### config.mk
export PLATFORM = sky130hd
export DESIGN_NAME = ost_timer
export DESIGN_NICKNAME = d
export VERILOG_FILES = /design/src/hw/ost_pkg.sv /design/src/hw/ost_prescaler.sv /design/src/hw/ost_timer.sv
export VERILOG_INCLUDE_DIRS = /design/src /design/src/hw
export SDC_FILE = /design/constraint.sdc
export NUM_CORES = 1
export LEC_CHECK = 0
export ABC_CLOCK_PERIOD_IN_PS = 2300
export BUFFER_PORTS_ARGS = -buffer_cell sky130_fd_sc_hd__buf_2
export CORE_UTILIZATION = 53
export CTS_CLUSTER_SIZE = 28
export DETAILED_ROUTE_END_ITERATION = 8
export PLACE_DENSITY = 0.74
export SLEW_MARGIN = 10
export SYNTH_ARGS = -nofsm -noshare
export SYNTH_HDL_FRONTEND = slang
export SYNTH_SLANG_ARGS = --single-unit
### constraint.sdc
create_clock -name ref_clk -period 2.3 [get_ports ref_clk]
set_input_delay 0.115 -clock ref_clk [delete_from_list [all_inputs] [get_ports ref_clk]]
set_output_delay 0.115 -clock ref_clk [all_outputs]
set_load 0.02 [all_outputs]
### src/hw/ost_map.svh
// What this block does
// - one-shot counts down per tick after trigger
// - at zero reload counter, then stop
// - retrigger while running reloads and restarts
// - one-shot start: pin, overflow, one-shot flag
// - one-shot ends after zero reload or flag clear
// - one-shot interrupt request when reaching zero
// - pins selectable as port or timer function
// - value register reads are undefined
// - write while stopped loads reload and counter
// - write while running loads reload only
// - pwm counts down, 8-bit or 16-bit
// - pwm reloads at each rising edge, continues
// - pwm ignores triggers once running
// - 16-bit pwm high n, period 65535
// - 8-bit pwm high n(m+1), period 255(m+1)
// - pwm start: pin, overflow, start flag
// - pwm stops only when start flag cleared
// - pwm interrupt request on falling output
// - one-shot stop: reload, output low, request
// - external trigger synchronised to count source
// - retrigger: one more down count, then reload
// - pwm stop when high: low plus request
`ifndef OST_MAP_SVH
`define OST_MAP_SVH
`define OST_ADR_VALUE 4'h0
`define OST_ADR_CTRL 4'h4
`define OST_ADR_STAT 4'h8
`define OST_CTRL_START 0
`define OST_CTRL_ONESHOT 1
`define OST_CTRL_PWM 2
`define OST_CTRL_PWM8 3
`define OST_CTRL_SRC 5:4
`define OST_CTRL_TRIG 7:6
`define OST_CTRL_OUTEN 8
`define OST_CTRL_GPIO 9
`define OST_STAT_IRQ 0
`define OST_STAT_RUN 1
`define OST_STAT_OUT 2
`define OST_STAT_PIN 3
`define OST_RST_CTRL 16'h0000
`define OST_RST_VALUE 16'h0000
`define OST_DIV8 5'h07
`define OST_DIV32 5'h1f
`define OST_PER16 16'hfffe
`define OST_PER8 16'h00fe
`endif

### src/hw/ost_pkg.sv
package ost_pkg;
  typedef enum logic [1:0] {
    OST_IDLE = 2'b01,
    OST_RUN = 2'b10
  } ost_state_t;
  typedef enum logic [1:0] {
    OST_SRC_DIV1 = 2'h0,
    OST_SRC_DIV8 = 2'h1,
    OST_SRC_DIV32 = 2'h2,
    OST_SRC_SUB32 = 2'h3
  } ost_src_t;
  typedef enum logic [1:0] {
    OST_TRIG_SW = 2'h0,
    OST_TRIG_PIN = 2'h1,
    OST_TRIG_OVF = 2'h2
  } ost_trig_t;
endpackage : ost_pkg

### src/hw/ost_prescaler.sv
`timescale 1ns/10ps
`default_nettype none
`include "ost_map.svh"
module ost_prescaler
  import ost_pkg::*;
(
  // clock and reset
  input wire logic ref_clk,
  input wire logic srst,
  // selection
  input wire logic [1:0] src_sel,
  // subclock pin, asynchronous
  input wire logic sub_clk,
  // one-cycle tick
  output logic tick
);
  logic [4:0] div_cnt;
  logic [4:0] sub_cnt;
  logic sub_m;
  logic sub_s;
  logic sub_d;
  logic sub_edge;
  assign sub_edge = sub_s & ~sub_d;
  always_ff @(posedge ref_clk) begin
    if (srst) begin
      div_cnt <= 5'h00;
    end else begin
      div_cnt <= div_cnt + 5'h01;
    end
  end
  always_ff @(posedge ref_clk) begin
    if (srst) begin
      sub_m <= 1'b0;
      sub_s <= 1'b0;
      sub_d <= 1'b0;
      sub_cnt <= 5'h00;
    end else begin
      sub_m <= sub_clk;
      sub_s <= sub_m;
      sub_d <= sub_s;
      if (sub_edge) begin
        sub_cnt <= sub_cnt + 5'h01;
      end
    end
  end
  always_comb begin
    case (ost_src_t'(src_sel))
      OST_SRC_DIV1: tick = 1'b1;
      OST_SRC_DIV8: tick = ((div_cnt & `OST_DIV8) == `OST_DIV8);
      OST_SRC_DIV32: tick = (div_cnt == `OST_DIV32);
      OST_SRC_SUB32: tick = sub_edge && (sub_cnt == `OST_DIV32);
      default: tick = 1'b0;
    endcase
  end
endmodule : ost_prescaler
`default_nettype wire

### src/hw/ost_timer.sv
`timescale 1ns/10ps
`default_nettype none
`include "ost_map.svh"
module ost_timer
  import ost_pkg::*;
#(
  parameter int WIDTH = 16
) (
  // clock and reset
  input wire logic ref_clk,
  input wire logic srst,
  // wishbone slave
  input wire logic wb_cyc_i,
  input wire logic wb_stb_i,
  input wire logic wb_we_i,
  input wire logic [3:0] wb_adr_i,
  input wire logic [3:0] wb_sel_i,
  input wire logic [31:0] wb_dat_i,
  output logic [31:0] wb_dat_o,
  output logic wb_ack_o,
  // pins
  input wire logic timer_trigger_input,
  input wire logic sub_clk,
  output logic timer_pulse_output,
  // neighbour timer overflow pulse
  input wire logic timer_overflow_in,
  // interrupt request pulse
  output logic timer_irq_req
);
  if (WIDTH != 16) begin : g_width_check
    $error("ost_timer serves only a 16-bit counter");
  end

  function automatic logic [15:0] merge16(input logic [15:0] old,
                                          input logic [31:0] wd,
                                          input logic [3:0] sel);
    merge16 = old;
    if (sel[0]) begin
      merge16[7:0] = wd[7:0];
    end
    if (sel[1]) begin
      merge16[15:8] = wd[15:8];
    end
  endfunction : merge16

  function automatic logic hit(input logic [3:0] adr,
                               input logic [3:0] off);
    hit = (adr == off);
  endfunction : hit

  ost_state_t state;
  logic [15:0] ctrl;
  logic [15:0] reload;
  logic [15:0] cnt;
  logic [15:0] per_cnt;
  logic [7:0] pre_cnt;
  logic [7:0] pre_m;
  logic pulse;
  logic irq_flag;
  logic retrig;
  logic trig_pend;
  logic trig_m;
  logic trig_s;
  logic trig_d;
  logic tick;
  logic bus_req;
  logic wr;
  logic wr_value;
  logic wr_ctrl;
  logic wr_stat;
  logic sw_shot;
  logic start_fall;
  logic running;
  logic is_pwm;
  logic is_pwm8;
  logic unit_tick;
  logic [15:0] per_last;
  logic evt_zero;
  logic evt_stop;
  logic evt_fall;
  logic trig_evt;
  logic enter;
  logic [15:0] next_ctrl;
  logic [15:0] next_cnt;

  assign bus_req = wb_cyc_i & wb_stb_i;
  assign wr = bus_req & wb_we_i & ~wb_ack_o;
  assign wr_value = wr & hit(wb_adr_i, `OST_ADR_VALUE);
  assign wr_ctrl = wr & hit(wb_adr_i, `OST_ADR_CTRL);
  assign wr_stat = wr & hit(wb_adr_i, `OST_ADR_STAT);
  assign next_ctrl = merge16(ctrl, wb_dat_i, wb_sel_i);
  assign sw_shot = wr_ctrl & next_ctrl[`OST_CTRL_ONESHOT];
  assign start_fall = wr_ctrl & ctrl[`OST_CTRL_START]
                      & ~next_ctrl[`OST_CTRL_START];
  assign running = (state == OST_RUN);
  assign is_pwm = ctrl[`OST_CTRL_PWM];
  assign is_pwm8 = ctrl[`OST_CTRL_PWM8];
  assign per_last = is_pwm8 ? `OST_PER8 : `OST_PER16;
  assign enter = ctrl[`OST_CTRL_START] & ~start_fall
                 & ((is_pwm & (ctrl[`OST_CTRL_TRIG] == OST_TRIG_SW))
                    | (tick & trig_pend));

  // bus answer, one cycle after the request
  always_ff @(posedge ref_clk) begin
    if (srst) begin
      wb_ack_o <= 1'b0;
    end else begin
      wb_ack_o <= bus_req & ~wb_ack_o;
    end
  end

  // read data; value reads show counter, not guaranteed
  always_ff @(posedge ref_clk) begin
    if (srst) begin
      wb_dat_o <= 32'h0000_0000;
    end else if (bus_req & ~wb_ack_o) begin
      wb_dat_o <= 32'h0000_0000;
      case (wb_adr_i)
        `OST_ADR_VALUE: wb_dat_o[15:0] <= cnt;
        `OST_ADR_CTRL: wb_dat_o[15:0] <= ctrl;
        `OST_ADR_STAT: begin
          wb_dat_o[`OST_STAT_IRQ] <= irq_flag;
          wb_dat_o[`OST_STAT_RUN] <= running;
          wb_dat_o[`OST_STAT_OUT] <= pulse;
          wb_dat_o[`OST_STAT_PIN] <= trig_s;
        end
        default: wb_dat_o <= 32'h0000_0000;
      endcase
    end
  end

  // control register; one-shot flag is self-clearing
  always_ff @(posedge ref_clk) begin
    if (srst) begin
      ctrl <= `OST_RST_CTRL;
    end else if (wr_ctrl) begin
      ctrl <= next_ctrl;
      ctrl[`OST_CTRL_ONESHOT] <= 1'b0;
    end
  end

  always_ff @(posedge ref_clk) begin
    if (srst) begin
      reload <= `OST_RST_VALUE;
    end else if (wr_value) begin
      reload <= merge16(reload, wb_dat_i, wb_sel_i);
    end
  end

  ost_prescaler u_pre (
    .ref_clk(ref_clk),
    .srst(srst),
    .src_sel(ctrl[`OST_CTRL_SRC]),
    .sub_clk(sub_clk),
    .tick(tick)
  );

  // trigger pin synchroniser and edge
  always_ff @(posedge ref_clk) begin
    if (srst) begin
      trig_m <= 1'b0;
      trig_s <= 1'b0;
      trig_d <= 1'b0;
    end else begin
      trig_m <= timer_trigger_input;
      trig_s <= trig_m;
      trig_d <= trig_s;
    end
  end

  always_comb begin
    case (ost_trig_t'(ctrl[`OST_CTRL_TRIG]))
      OST_TRIG_SW: trig_evt = is_pwm ? 1'b0 : sw_shot;
      OST_TRIG_PIN: trig_evt = trig_s & ~trig_d;
      OST_TRIG_OVF: trig_evt = timer_overflow_in;
      default: trig_evt = 1'b0;
    endcase
  end

  // trigger held until the next count-source tick
  always_ff @(posedge ref_clk) begin
    if (srst) begin
      trig_pend <= 1'b0;
    end else if ((~ctrl[`OST_CTRL_START]
                  & ~(wr_ctrl & next_ctrl[`OST_CTRL_START]))
                 | (tick & ~trig_evt)) begin
      trig_pend <= 1'b0;
    end else if (trig_evt) begin
      trig_pend <= 1'b1;
    end
  end

  // pwm prescaler for 8-bit mode
  assign unit_tick = tick & (~is_pwm8 | (pre_cnt == 8'h00));
  always_ff @(posedge ref_clk) begin
    if (srst) begin
      pre_cnt <= 8'h00;
    end else if (~running | (tick & pre_cnt == 8'h00)) begin
      pre_cnt <= pre_m;
    end else if (tick) begin
      pre_cnt <= pre_cnt - 8'h01;
    end
  end

  // events of the count
  assign evt_stop = running & start_fall;
  assign evt_zero = running & ~is_pwm & tick & ~retrig
                    & (cnt <= 16'h0001);
  assign evt_fall = running & is_pwm & unit_tick & pulse
                    & (cnt == 16'h0001);

  // run state
  always_ff @(posedge ref_clk) begin
    if (srst) begin
      state <= OST_IDLE;
    end else begin
      case (state)
        OST_IDLE: begin
          if (enter) begin
            state <= OST_RUN;
          end
        end
        OST_RUN: begin
          if (evt_stop | evt_zero) begin
            state <= OST_IDLE;
          end
        end
        default: state <= OST_IDLE;
      endcase
    end
  end

  // retrigger: one more down count before reload
  always_ff @(posedge ref_clk) begin
    if (srst) begin
      retrig <= 1'b0;
    end else if (~running | is_pwm | evt_stop) begin
      retrig <= 1'b0;
    end else if (tick) begin
      retrig <= trig_pend;
    end
  end

  // counter next value
  always_comb begin
    next_cnt = cnt;
    if (~running) begin
      if (wr_value) begin
        next_cnt = merge16(reload, wb_dat_i, wb_sel_i);
      end
    end else if (evt_stop) begin
      next_cnt = reload;
    end else if (~is_pwm) begin
      if (tick) begin
        if (retrig) begin
          next_cnt = reload;
        end else if (evt_zero) begin
          next_cnt = reload;
        end else begin
          next_cnt = cnt - 16'h0001;
        end
      end
    end else if (unit_tick) begin
      if (per_cnt == per_last) begin
        next_cnt = is_pwm8 ? {8'h00, reload[15:8]} : reload;
      end else if (cnt != 16'h0000) begin
        next_cnt = cnt - 16'h0001;
      end
    end
  end

  always_ff @(posedge ref_clk) begin
    if (srst) begin
      cnt <= `OST_RST_VALUE;
    end else begin
      cnt <= next_cnt;
    end
  end

  // pwm period position and latched prescale
  always_ff @(posedge ref_clk) begin
    if (srst) begin
      per_cnt <= 16'h0000;
      pre_m <= 8'h00;
    end else if (~running) begin
      per_cnt <= per_last;
      pre_m <= reload[7:0];
    end else if (unit_tick) begin
      if (per_cnt == per_last) begin
        per_cnt <= 16'h0000;
        pre_m <= reload[7:0];
      end else begin
        per_cnt <= per_cnt + 16'h0001;
      end
    end
  end

  // pulse level
  always_ff @(posedge ref_clk) begin
    if (srst) begin
      pulse <= 1'b0;
    end else if (~running) begin
      pulse <= enter & ~is_pwm;
    end else if (evt_stop | evt_zero) begin
      pulse <= 1'b0;
    end else if (~is_pwm) begin
      pulse <= 1'b1;
    end else if (unit_tick) begin
      if (per_cnt == per_last) begin
        pulse <= (is_pwm8 ? reload[15:8] != 8'h00
                          : reload != 16'h0000);
      end else if (evt_fall) begin
        pulse <= 1'b0;
      end
    end
  end

  // output pin: port level or pulse
  always_ff @(posedge ref_clk) begin
    if (srst) begin
      timer_pulse_output <= 1'b0;
    end else if (ctrl[`OST_CTRL_OUTEN]) begin
      timer_pulse_output <= pulse;
    end else begin
      timer_pulse_output <= ctrl[`OST_CTRL_GPIO];
    end
  end

  // interrupt request pulse and sticky flag
  always_ff @(posedge ref_clk) begin
    if (srst) begin
      timer_irq_req <= 1'b0;
    end else begin
      timer_irq_req <= evt_zero
                       | evt_fall
                       | (evt_stop & (~is_pwm | pulse));
    end
  end

  always_ff @(posedge ref_clk) begin
    if (srst) begin
      irq_flag <= 1'b0;
    end else if (timer_irq_req) begin
      irq_flag <= 1'b1;
    end else if (wr_stat & wb_sel_i[0] & wb_dat_i[`OST_STAT_IRQ]) begin
      irq_flag <= 1'b0;
    end
  end
endmodule : ost_timer
`default_nettype wire

## After elaboration in Yosys (flattened, before gate mapping)

Cells that the tools add are included.

- Order comparisons: 1
- Add/subtract/negate cells: 5
- Reduce and logical (&&, ||, !) cells: 19
- Muxes and demuxes: 41
- Bitwise operators: 56
- Eq/ne operators: 23

Operators by type and width:

| operator | number |
|---|---|
| 16-bit two-way mux | 15 |
| 8-bit two-way mux | 7 |
| 1-bit bitwise AND | 34 |
| 16-bit nonzero test | 2 |
| 12-bit case mux with 2 select lines | 1 |
| 16-bit by 1-bit adder with 16-bit output, second input constant | 1 |
| 16-bit by 1-bit equality test with 1-bit output, second input constant | 1 |
| 16-bit equality test | 1 |
| 16-bit by 1-bit less-or-equal comparator with 1-bit output, second input constant | 1 |
| 16-bit by 1-bit subtractor with 16-bit output, second input constant | 1 |
| 1-bit NOT | 12 |
| 4-bit case mux with 3 select lines | 1 |
| 1-bit two-way mux | 11 |
| 5-bit by 1-bit adder with 5-bit output, second input constant | 2 |
| 5-bit equality test, second input constant | 2 |
| 5-bit by 2-bit != test with 1-bit output, second input constant | 2 |
| 1-bit bitwise OR | 10 |
| 2-bit AND reduction | 5 |
| 2-bit equality test, second input constant | 4 |
| 8-bit logical NOT | 1 |
| 4-bit by 2-bit != test with 1-bit output, second input constant | 2 |
| 8-bit nonzero test | 1 |
| 8-bit by 1-bit subtractor with 8-bit output, second input constant | 1 |
| 2-bit by 1-bit equality test with 1-bit output, second input constant | 3 |
| other kinds (16) | 24 |

- Register bits after elaboration: 120
- Output and inout port bits: 35
- Logic and storage cells: 170
- Bits of input ports: 48

## Depth between registers and ports, before layout

Gate-level depths: netlist of run 1.

- Depth in word-level cells: 14
- Depth in mapped cells: 12

## By module

A second synthesis of run 1 with hierarchy kept.

- Cells, all modules: 821
- Area total of the unflattened synthesis: 6,516.2 sq um

By module, submodules not included:

| module | area each (sq um) | sequential area each (sq um) | times used | cells each |
|---|---|---|---|---|
| ost_timer | 5,990.7 | 2,142.1 | 1 | 770 |
| ost_prescaler | 525.5 | 260.2 | 1 | 51 |

## Least setup slack after synthesis of run 1

OpenSTA, ideal clock, no wires.

- Path type: reg-to-reg
- Start point: reg per_cnt[10]
- End point: reg cnt[1]
- Setup slack: -0.003 ns
- Required time: 2.209 ns
- Cell stages (with the launch flop): 8
- Data arrival time: 2.212 ns
- Cell sequence: dfxtp_1 -> nor4_1 -> nand4_1 -> a211oi_4 -> mux2_2 -> a221oi_1 -> o21ai_0 -> a311oi_1

- Longest elaborated chain between the ends: 6
- Elaborated cells between the ends (all ways): 8
- Classes of those cells: eq/ne (2); mux (5); reduce/logical (1)

RTL lines:

| what | RTL line | text |
|---|---|---|
| start, declared | ost_timer.sv:55 | `logic [15:0] per_cnt;` |
| start signal, assigned | ost_timer.sv:286 | `per_cnt <= per_last;` |
| start signal, assigned | ost_timer.sv:293 | `per_cnt <= per_cnt + 16'h0001;` |
| 16-bit equality test (*) | ost_timer.sv:264 | `if (per_cnt == per_last) begin` |
| 16-bit two-way mux | ost_timer.sv:264 |  |
| 16-bit two-way mux | ost_timer.sv:263 | `end else if (unit_tick) begin` |
| 16-bit two-way mux | ost_timer.sv:253 | `end else if (~is_pwm) begin` |
| 16-bit two-way mux | ost_timer.sv:251 | `end else if (evt_stop) begin` |
| 16-bit two-way mux | ost_timer.sv:247 | `if (~running) begin` |
| end signal, assigned | ost_timer.sv:274 | `` cnt <= `OST_RST_VALUE; `` |
| end signal, assigned | ost_timer.sv:276 | `cnt <= next_cnt;` |
| end, declared | ost_timer.sv:54 | `logic [15:0] cnt;` |

Mark *: on every way between the ends. The rest lies on a longest branch, timed or not. The select of a mux whose other input is x is not followed.
A chain may end at the register's enable or synchronous reset.

## Final worst setup path of run 1

- Start point: reg u_pre.div_cnt[0]
- End point: reg cnt[2]

- Longest elaborated chain between the ends: 11
- Elaborated cells between the ends (all ways): 16
- Classes of those cells: eq/ne (4); mux (7); bitwise (4); reduce/logical (1)

RTL lines:

| what | RTL line | text |
|---|---|---|
| start, declared | ost_prescaler.sv:17 | `logic [4:0] div_cnt;` |
| start signal, assigned | ost_prescaler.sv:28 | `div_cnt <= div_cnt + 5'h01;` |
| 5-bit equality test (no source line) or 3-bit equality test (tied branches) | n/a |  |
| 1-bit case mux with 4 select lines (*) | ost_prescaler.sv:47 | `case (ost_src_t'(src_sel))` |
| 1-bit bitwise AND (2 in series) | ost_timer.sv:207 | `assign evt_zero = running & ~is_pwm & tick & ~retrig` |
| 1-bit bitwise AND | ost_timer.sv:208 | `& (cnt <= 16'h0001);` |
| 16-bit two-way mux | ost_timer.sv:257 | `end else if (evt_zero) begin` |
| 16-bit two-way mux | ost_timer.sv:255 | `if (retrig) begin` |
| 16-bit two-way mux | ost_timer.sv:254 | `if (tick) begin` |
| 16-bit two-way mux | ost_timer.sv:253 |  |
| 16-bit two-way mux | ost_timer.sv:251 |  |
| 16-bit two-way mux | ost_timer.sv:247 |  |

Marks and branches as above.

==> results of run 1 <==
## per-stage QoR
stage                     std cells  hold WS [ps]  setup WS, ps
after floorplan                 869         243.2         18.08
after global placement         1111         324.8        -148.6
after detailed placement       1111         342.0        -114.7
after CTS                      1161         11.22        -5.396
after global routing           1173         30.03        -136.7
final                          1173         32.38        -63.01
## cell usage after synthesis (all sizes together), types with 5 or more instances
library cell / instances
a21o: 6
nand2: 97
and3: 8
a211oi: 17
mux2: 10
buf: 36
nor3: 34
a311oi: 6
a22oi: 7
xnor2: 9
dfxtp: 120
nand4: 13
mux2i: 24
a31oi: 11
o211ai: 6
nor4: 18
nor2b: 14
nand2b: 6
nor2: 84
o221ai: 8
a221oi: 21
nand3: 52
o21ai: 49
clkbuf: 37
xor2: 5
ha: 12
a21oi: 80
inv: 17
## worst max-delay path: cells and delay by family (launching register included)
kind,cells,cell delay [ps]
buffers and inverters,3,440
and+or+nand+nor,2,140
adders and majority gates,2,300
AOI/OAI and AO/OA,5,1020
DFF,1,350
## placed cells by master (no fill, tap or decap), types with 17 or more instances in the layout
master     instances
o21ai_0           41
nor3_1            32
a21oi_1           73
nor2_1            75
inv_1             17
mux2i_1           24
buf_4            103
clkbuf_16         17
nand2_1           94
dfxtp_1          114
nand3_1           52
buf_2             47
## cell type report
| class | count | area, um2 |
|---|---|---|
| clock buffers | 20 | 466.7 |
| clock inverters | 12 | 196.4 |
| fillers | 977 | 3217 |
| inverters | 17 | 63.81 |
| multi-input cells | 660 | 4332 |
| flip-flops and latches | 120 | 2410 |
| well taps | 168 | 210.2 |
| repair buffers | 176 | 1316 |
## sequential cells by signal, summed over array words and instances, names as in the netlist, 5 cells and up
signal	flops
u_pre.sub_cnt	5
pre_m	8
pre_cnt	8
reload	16
per_cnt	16
ctrl	15
u_pre.div_cnt	5
wb_dat_o	16
cnt	16
## logic make-up after synthesis
family	share of synthesized area, %
and+or+nand+nor	24.72
AOI/OAI and AO/OA	23.94
DFF	35.60
buffers and inverters	6.416
muxes	5.229
xor gates and xnor gates	1.817
adders and majority gates	2.225
other	0.05557
## per-layer routing
metal | up-vias | GRT usage [%] | wire, um
met5 | - | 0 | 0
met4 | 0 | 15.84 | 868
met3 | 71 | 8.434 | 1865
met2 | 361 | 57.74 | 10590
met1 | 3457 | 42.49 | 9159
li1 | 3382 | - | -
## where the power goes
part	leakage (nW)	internal, W	switching (W)
Sequential	0.978	0.00212	0.0000315
Clock	0.330	0.00200	0.000977
Combinational	2.27	0.000157	0.000247
Total	3.58	0.00428	0.00125
## what timing repair did
item                                   4_1_cts  5_1_grt
setup endpoints to repair                   35       44
buffers inserted                             2       11
cloned                                       0        1
endpoints found under the hold margin       27        0
pin swaps                                   11       27
resized for setup                           34       53
hold buffers                                16        0
## worst max-delay path by stage
stage	start	endpoint	cells past startpoint
final	u_pre.div_cnt[0]	cnt[2]	12
after global routing	u_pre.div_cnt[0]	cnt[2]	12
after CTS	u_pre.div_cnt[0]	per_cnt[10]	13
after detailed placement	u_pre.div_cnt[0]	cnt[14]	11
after global placement	u_pre.div_cnt[0]	cnt[4]	10
after floorplan	u_pre.sub_cnt[0]	cnt[7]	9
==> results by group, run 1 <==
Detailed routing
  – Iter 0 DRT Violations: 591
  – Total wire length: 22.48 mm
  – Final ANT Viol Nets: 0
  – Vias/cell: 6.199
  – DRT Pass-1 Iters: 5
  – Remaining DRCs: 0
  – Vias: 7271
  – WL per Instance: 19.16 um

Clock tree
  – Worst skew pair latency: 420 ps
  – CTS tree: done
  – Root Buffer: clkbuf_16
  – Number of H-tree levels: 4
  – Clk buf depth: 2
  – CTS Buf Count: 17
  – Clk sinks: 120
  – Clock-pin transition on the worst setup and hold timing paths: 60 ps

Synthesis
  – Netlist cell types: 72
  – Sequential fraction of the synthesis area: 35.60%
  – Mapped Cells: 854
  – Post-synth EDFFs: 0
  – Synth top area share: 35.60%
  – Yosys top cell by area: dfxtp_1
  – Mapped Area: 6748 um2
  – YS warnings: 0
  – Ys async rst share: 0%
  – Synth area leaders: dfxtp_1 (36%), a21oi_1 (5.9%), nand2_1 (5.4%), nor2_1 (4.6%), nand3_1 (3.9%)
  – Avg Cell Area, Syn: 7.901 um2
  – Synth Flop Type: dfxtp_1
  – Count of state elements after synthesis: 120

Timing
  – Highest clock rate: 423.2 MHz
  – Final worst slack: -63.01 ps
  – Post-route clock period utilization: 102.7%
  – Tmin final: 2363 ps
  – Worst Tran Pin Value: 764.9 ps
  – Fin Clk Skew: 9.049 ps
  – RSZ-0062 raised after global routing: true
  – Final Slew Violations: 0
  – Endpoints failing setup: 3
  – Slew HR: 47.69%
  – Setup TNS: -99.11 ps
  – Endpoints failing hold: 0

Hold path
  – Hold Path End: reload[1]
  – Hold Crit Class: in -> reg
  – Number of stages on the worst hold path: 3
  – Hold Startpoint: wb_dat_i[1]

Finish
  – Layout cell share with drive strength beyond 1: 29.05%
  – Finished Cell Area: 8995 um2
  – Finished Core Util: 73.66%
  – Layout net count: 1052
  – P&R area growth vs syn: 33.30%
  – Diode count: 0

Placement
  – Detail Placement HPWL: 15.75 mm
  – Area after DPL: 7672 um2
  – Port bufs: 48
  – Final GP Congestion: 1.014

Run
  – # Max-Cap Violations: 0

Global routing
  – Vias in the first global route: 6850
  – Gr usage total: 34.69%
  – First-pass GRT wire length: 35.09 mm
  – Gr ovfl total: 0
  – Initial antenna violation count: 0
  – Pin count of the biggest net entering global routing: 77

Critical path
  – Crit start category: flop
  – Most frequent cell on the critical path: buf_4
  – Worst Setup End Kind: flop
  – Critical path class: reg -> reg
  – R2R setup slack: -60 ps
  – Crit-path cells: ha_4, buf_4, ha_1, nand2b_1, a21o_1, a22oi_1, buf_4, o211ai_4, a22oi_4, buf_6, nor2_4, a311oi_2
  – Crit path max fanout: 4
  – Worst r2r src: u_pre.div_cnt[0]
  – Critical-path top delay cell: dfxtp_2
  – Crit-path max cell delay: 350 ps
  – Worst EP required: 2610 ps
  – RR Endpoint: cnt[2]
  – Reg2reg path depth: 12
  – WP data arrival: 2680 ps

Die
  – Num rows: 40
  – IO Count: 83
  – Die area: 13190 um2
  – CORE AREA: 12210 um2
  – DIE HEIGHT: 114.8 um
  – Die W: 114.8 um
  – Initial Util: 55.26%

Power
  – Leak Pwr: 3.583 nW
  – Power consumption: 0.005539 W
  – Power Density: 615.7 nW/um2
  – Worst VDD drop: 0.0004378 V

Outcome
  – Failing checks: setup timing
  – Outcome: finished, violations left
Power figures use the tool's default switching activity.
==> inputs of run 2 (changes only) <==
ABC_CLOCK_PERIOD_IN_PS = 3000   (was 2300)
CORE_ASPECT_RATIO = 0.9   (was unset)
CORE_UTILIZATION = 63   (was 53)
PLACE_DENSITY = 0.83   (was 0.74)
clock period = 3 ns   (was 2.3 ns; I/O delays follow)
==> run 2 against run 1 <==
The run ends with DRC left. Via count decreased by 5.2%. Combinational power decreased by 36%. Total power decreased by 29%. Sequential share of layout area increased by 4.5 points. Die area decreased by 16%. Non-clock buffer count decreased by 96. Design area decreased by 15%. Clock power decreased by 32%.
==> results by group, run 2 (synthesized netlist as in run 1, its figures left out) <==
Timing
  – Tmin final: 2814 ps
  – Post-route clock period utilization: 93.80%
  – Fin Clk Skew: 7.194 ps
  – Worst Tran Pin Value: 835.1 ps
  – Setup TNS: 0 ps
  – Slew HR: 44.07%
  – Highest clock rate: 355.4 MHz
  – Final Slew Violations: 0
  – Endpoints failing setup: 0
  – RSZ-0062 raised after global routing: false
  – Endpoints failing hold: 0

Die
  – DIE HEIGHT: 100.2 um
  – Die W: 111.1 um
  – Num rows: 35
  – Initial Util: 65.29%
  – IO Count: 83
  – Die area: 11130 um2
  – CORE AREA: 10330 um2

Clock tree
  – Clock-pin transition on the worst setup and hold timing paths: 50 ps
  – Post-cts resize count: 0
  – # hold bufs at CTS: 2
  – CTS Buf Count: 17
  – Clk sinks: 120
  – CTS tree: done
  – Number of H-tree levels: 4
  – Post CTS Setup Buffer Count: 0
  – Worst skew pair latency: 420 ps
  – Clk buf depth: 2
  – Root Buffer: clkbuf_16

Critical path
  – Crit start category: flop
  – Crit path max fanout: 8
  – Crit-path cells: ha_1, and3_1, ha_1, nor2b_1, a21oi_1, nor2_1, o21a_1, nand2_1, o221a_2, a211oi_2
  – WP data arrival: 3160 ps
  – Critical-path top delay cell: nor2_1
  – Worst EP required: 3340 ps
  – Most frequent cell on the critical path: ha_1
  – Crit-path max cell delay: 460 ps
  – CP bufs+invs: 0
  – Critical path class: reg -> reg
  – Worst Setup End Kind: flop
  – Crit path max-delay family: simple AND/OR/NAND/NOR gates

Placement
  – Port bufs: 48
  – Area after DPL: 7086 um2
  – Detail Placement HPWL: 14.38 mm
  – Final GP Congestion: 0.9682

Global routing
  – Gr usage total: 37.78%
  – First-pass GRT wire length: 32.79 mm
  – Pin count of the biggest net entering global routing: 59
  – Vias in the first global route: 6317
  – Initial antenna violation count: 0
  – Gr ovfl total: 0

Detailed routing
  – DRT Pass-1 Iters: 8
  – Final ANT Viol Nets: 0
  – Iter 0 DRT Violations: 836
  – Vias/cell: 6.655
  – Top routing layer used: met4
  – Vias: 6895
  – Remaining DRCs: 10
  – Met2 Routed Length: 9.400 mm
  – Wire length on met3: 2.177 mm
  – WL per Instance: 19.86 um
  – Total wire length: 20.57 mm
  – Metal-1 WL: 8.470 mm

Power
  – Power Density: 511.7 nW/um2
  – Power consumption: 0.003934 W
  – Leak Pwr: 3.000 nW
  – Worst VDD drop: 0.0003792 V

Finish
  – Most common cell after layout, fill and taps aside: dfxtp_1
  – Fill count: 809
  – Layout net count: 955
  – Finished Cell Area: 7689 um2
  – Diode count: 0
  – P&R area growth vs syn: 13.94%
  – Layout cell share with drive strength beyond 1: 16.10%
  – Most frequent cells in the layout: dfxtp_1 (120), nand2_1 (97), nor2_1 (83), a21oi_1 (80), nand3_1 (52)

Outcome
  – Failing checks: DRC
  – Outcome: finished, violations left

Run
  – # Max-Cap Violations: 0

Hold path
  – Hold Crit Class: in -> reg
[run 2: cell count changes in the layout (fill, tap and decap cells not counted), sizes merged]
cell,delta
buf,-82
bufinv,-3
dlygate4sd3,-14
o21ai,-1
clkbuf,+3
clkinv,-3
clkinvlp,+2
[run 2: layout make-up]
type / count / area, um2 / area share [%]
timing repair buffer: 80 / 500.5 / 6.509
inverter: 17 / 63.81 / 0.8299
clock buffer: 23 / 488.0 / 6.347
clock inverter: 8 / 95.09 / 1.237
tap: 129 / 161.4 / 2.099
multi-input combinational: 659 / 3978 / 51.73
sequential: 120 / 2402 / 31.24
[run 2: worst paths after layout]
check / start / to / slack [ps] / cells past startpoint
max: u_pre.div_cnt[0] / cnt[5] / 190 / 10
min: wb_dat_i[13] / reload[13] / 6 / 3
max reg2reg: u_pre.div_cnt[0] / cnt[5] / 190 / 10
min reg2reg: u_pre.sub_m / u_pre.sub_s / 450 / 1
[run 2: per-layer routing]
layer,track usage [%],vias up
met5,0,-
met4,16.84,0
met3,8.394,67
met2,59.75,397
met1,49.87,3259
li1,-,3172
[run 2: worst min-delay path, cell delays in order]
cell	delay, ps
buf_2	120
nand3_1	60
a21oi_1	50
[run 2: report_power, final]
part           internal (W)  leakage, nW  switching [W]
clock network       0.00130        0.285       0.000722
logic             0.0000886         1.74       0.000169
registers           0.00163        0.976      0.0000289
total               0.00301         3.00       0.000920
[run 2: metrics by stage]
step	cells	utilization (%)	worst slack [ps]	hold slack (ps)
global placement	1003	68.56	389.8	370.2
detailed placement	1003	68.56	310.2	369.5
floorplan	869	-	697.4	278.2
CTS	1036	74.39	287.9	4.128
finish	1036	74.39	185.9	6.309
global route	1036	74.39	94.01	12.55
==> inputs of run 3 (changes only) <==
BUFFER_PORTS_ARGS = unset   (was -buffer_cell sky130_fd_sc_hd__buf_2)
CORE_UTILIZATION = 67   (was 63)
DONT_BUFFER_PORTS = 1   (was unset)
PLACE_DENSITY = 0.8   (was 0.83)
==> run 3 against run 2 <==
The flow now finishes without violations. Critical path depth is 3 lower. Hold slack better by 21 ps. Register-to-register slack worse by 40 ps. Flip-flop and latch count stayed put. Sequential share of layout area is 0.64 points lower. Clock skew is 4.2 ps higher. Design area is 2.1% higher. First-iteration DRC count is 15% higher. Clock power is 8% higher. Cell count is 1.6% lower. Combinational power is 11% lower. Die area is 5.9% lower. Critical path type unchanged.
==> results by group, run 3 (synthesized netlist as in run 1, its figures left out) <==
Power
  – Leak Pwr: 2.929 nW
  – Worst VDD drop: 0.0006151 V
  – Power Density: 521.2 nW/um2
  – Power consumption: 0.004091 W

Placement
  – Area after DPL: 6789 um2
  – Final GP Congestion: 0.9423
  – Detail Placement HPWL: 13.86 mm
  – Port bufs: 0

Detailed routing
  – Iter 0 DRT Violations: 963
  – Final ANT Viol Nets: 0
  – Vias/cell: 6.966
  – WL per Instance: 21.53 um
  – Total wire length: 21.94 mm
  – DRT Pass-1 Iters: 8
  – Remaining DRCs: 0
  – Vias: 7098

Finish
  – Layout cell share with drive strength beyond 1: 10.97%
  – Most frequent cells in the layout: dfxtp_1 (120), nand2_1 (97), nor2_1 (83), a21oi_1 (80), nand3_1 (52)
  – P&R area growth vs syn: 16.32%
  – Finished Cell Area: 7849 um2
  – Most common cell after layout, fill and taps aside: dfxtp_1
  – Layout net count: 940
  – Diode count: 0
  – Finished Core Util: 80.57%

Clock tree
  – Clock-pin transition on the worst setup and hold timing paths: 60 ps
  – Number of H-tree levels: 4
  – Clk sinks: 120
  – CTS Buf Count: 17
  – Clk buf depth: 2
  – Worst skew pair latency: 530 ps
  – Root Buffer: clkbuf_8
  – CTS tree: done

Global routing
  – Met1 usage: 53.95%
  – M2 GR Usage: 65.93%
  – Gr usage total: 43.13%
  – GR Util met3: 11.80%
  – First-pass GRT wire length: 35.05 mm
  – GR peak layer: met2
  – Vias in the first global route: 6891
  – Gr ovfl total: 0
  – Initial antenna violation count: 0
  – Pin count of the biggest net entering global routing: 114

Critical path
  – WP data arrival: 3310 ps
  – Worst EP required: 3460 ps
  – Crit path max fanout: 18
  – Crit start category: flop
  – Crit-path max cell delay: 680 ps
  – Crit-path cells: nand3b_1, buf_4, a2111oi_1, dlygate4sd3_1, a22oi_1, dlygate4sd3_1, nor2_1
  – Most frequent cell on the critical path: dlygate4sd3_1
  – Critical-path top delay cell: dlygate4sd3_1
  – Critical path class: reg -> reg
  – Worst Setup End Kind: flop

Die
  – Num rows: 34
  – Initial Util: 69.27%
  – CORE AREA: 9742 um2
  – Die area: 10480 um2
  – IO Count: 83
  – DIE HEIGHT: 97.21 um
  – Die W: 107.8 um

Timing
  – Highest clock rate: 350.6 MHz
  – Endpoints failing hold: 0
  – Post-route clock period utilization: 95.08%
  – Tmin final: 2852 ps
  – Setup TNS: 0 ps
  – RSZ-0062 raised after global routing: false
  – Endpoints failing setup: 0
  – Slew HR: 39.95%
  – Worst Tran Pin Value: 896.5 ps
  – Fin Clk Skew: 11.44 ps
  – Hold WS: 27.42 ps
  – Final Slew Violations: 0

Hold path
  – Hold Crit Class: in -> reg

Run
  – # Max-Cap Violations: 0

Outcome
  – Outcome: complete, no violations
[run 3: cell count changes in the layout (fill, tap and decap cells not counted), sizes merged]
cell / previous run / this run
buf: 78 / 26
dlygate4sd3: 2 / 39
clkbuf: 23 / 19
bufinv: 2 / 4
clkinvlp: 2 / 4
inv: 17 / 19
clkinv: 4 / 3
[run 3: layout make-up]
| cell class | count | area, um2 |
|---|---|---|
| inverters | 17 | 63.81 |
| clock inverters | 13 | 193.9 |
| clock buffers | 19 | 441.7 |
| repair buffers | 65 | 605.6 |
| fillers | 630 | 1893 |
| multi-input cells | 659 | 3984 |
| flip-flops and latches | 120 | 2402 |
| well taps | 126 | 157.7 |
[run 3: routing by layer]
metal,part of all wire [%],vias up
li1,-,3152
met1,38,3250
met2,45,566
met3,12,130
met4,5.4,0
met5,0,-
[run 3: worst max-delay path, delay by kind of cell (launching register included)]
| kind | cells | cell delay [ps] |
|---|---|---|
| buffers and inverters | 3 | 1450 |
| AO/OA/AOI/OAI | 2 | 660 |
| flip-flops | 1 | 380 |
| AND/OR/NAND/NOR | 2 | 280 |
[run 3: stage by stage]
stage | cells | worst slack, ps
detailed placement | 947 | 380.2
global route | 1019 | 53.57
CTS | 1019 | 36.86
floorplan | 869 | 697.4
finish | 1019 | 147.7
global placement | 947 | 394.7
[run 3: timing repair]
action / in CTS / in global routing
hold buffers: 40 / 0
gates resized for setup: 0 / 3
endpoints found under the hold margin: 115 / 0
setup endpoints to repair: 0 / 3
buffers inserted: 0 / 0
[run 3: power breakdown]
part           internal, W  switching (W)  total, W
clock              0.00140       0.000789   0.00219
sequential         0.00163      0.0000439   0.00167
combinational    0.0000908       0.000139  0.000230
[run 3: final timing paths]
path                    start               end  slack, ps  cells past startpoint
max                  wb_ack_o       wb_dat_o[0]        150                      7
min                  wb_cyc_i          wb_ack_o         30                      3
max reg2reg          wb_ack_o       wb_dat_o[0]        150                      7
min reg2reg  u_pre.div_cnt[0]  u_pre.div_cnt[0]        460                      1
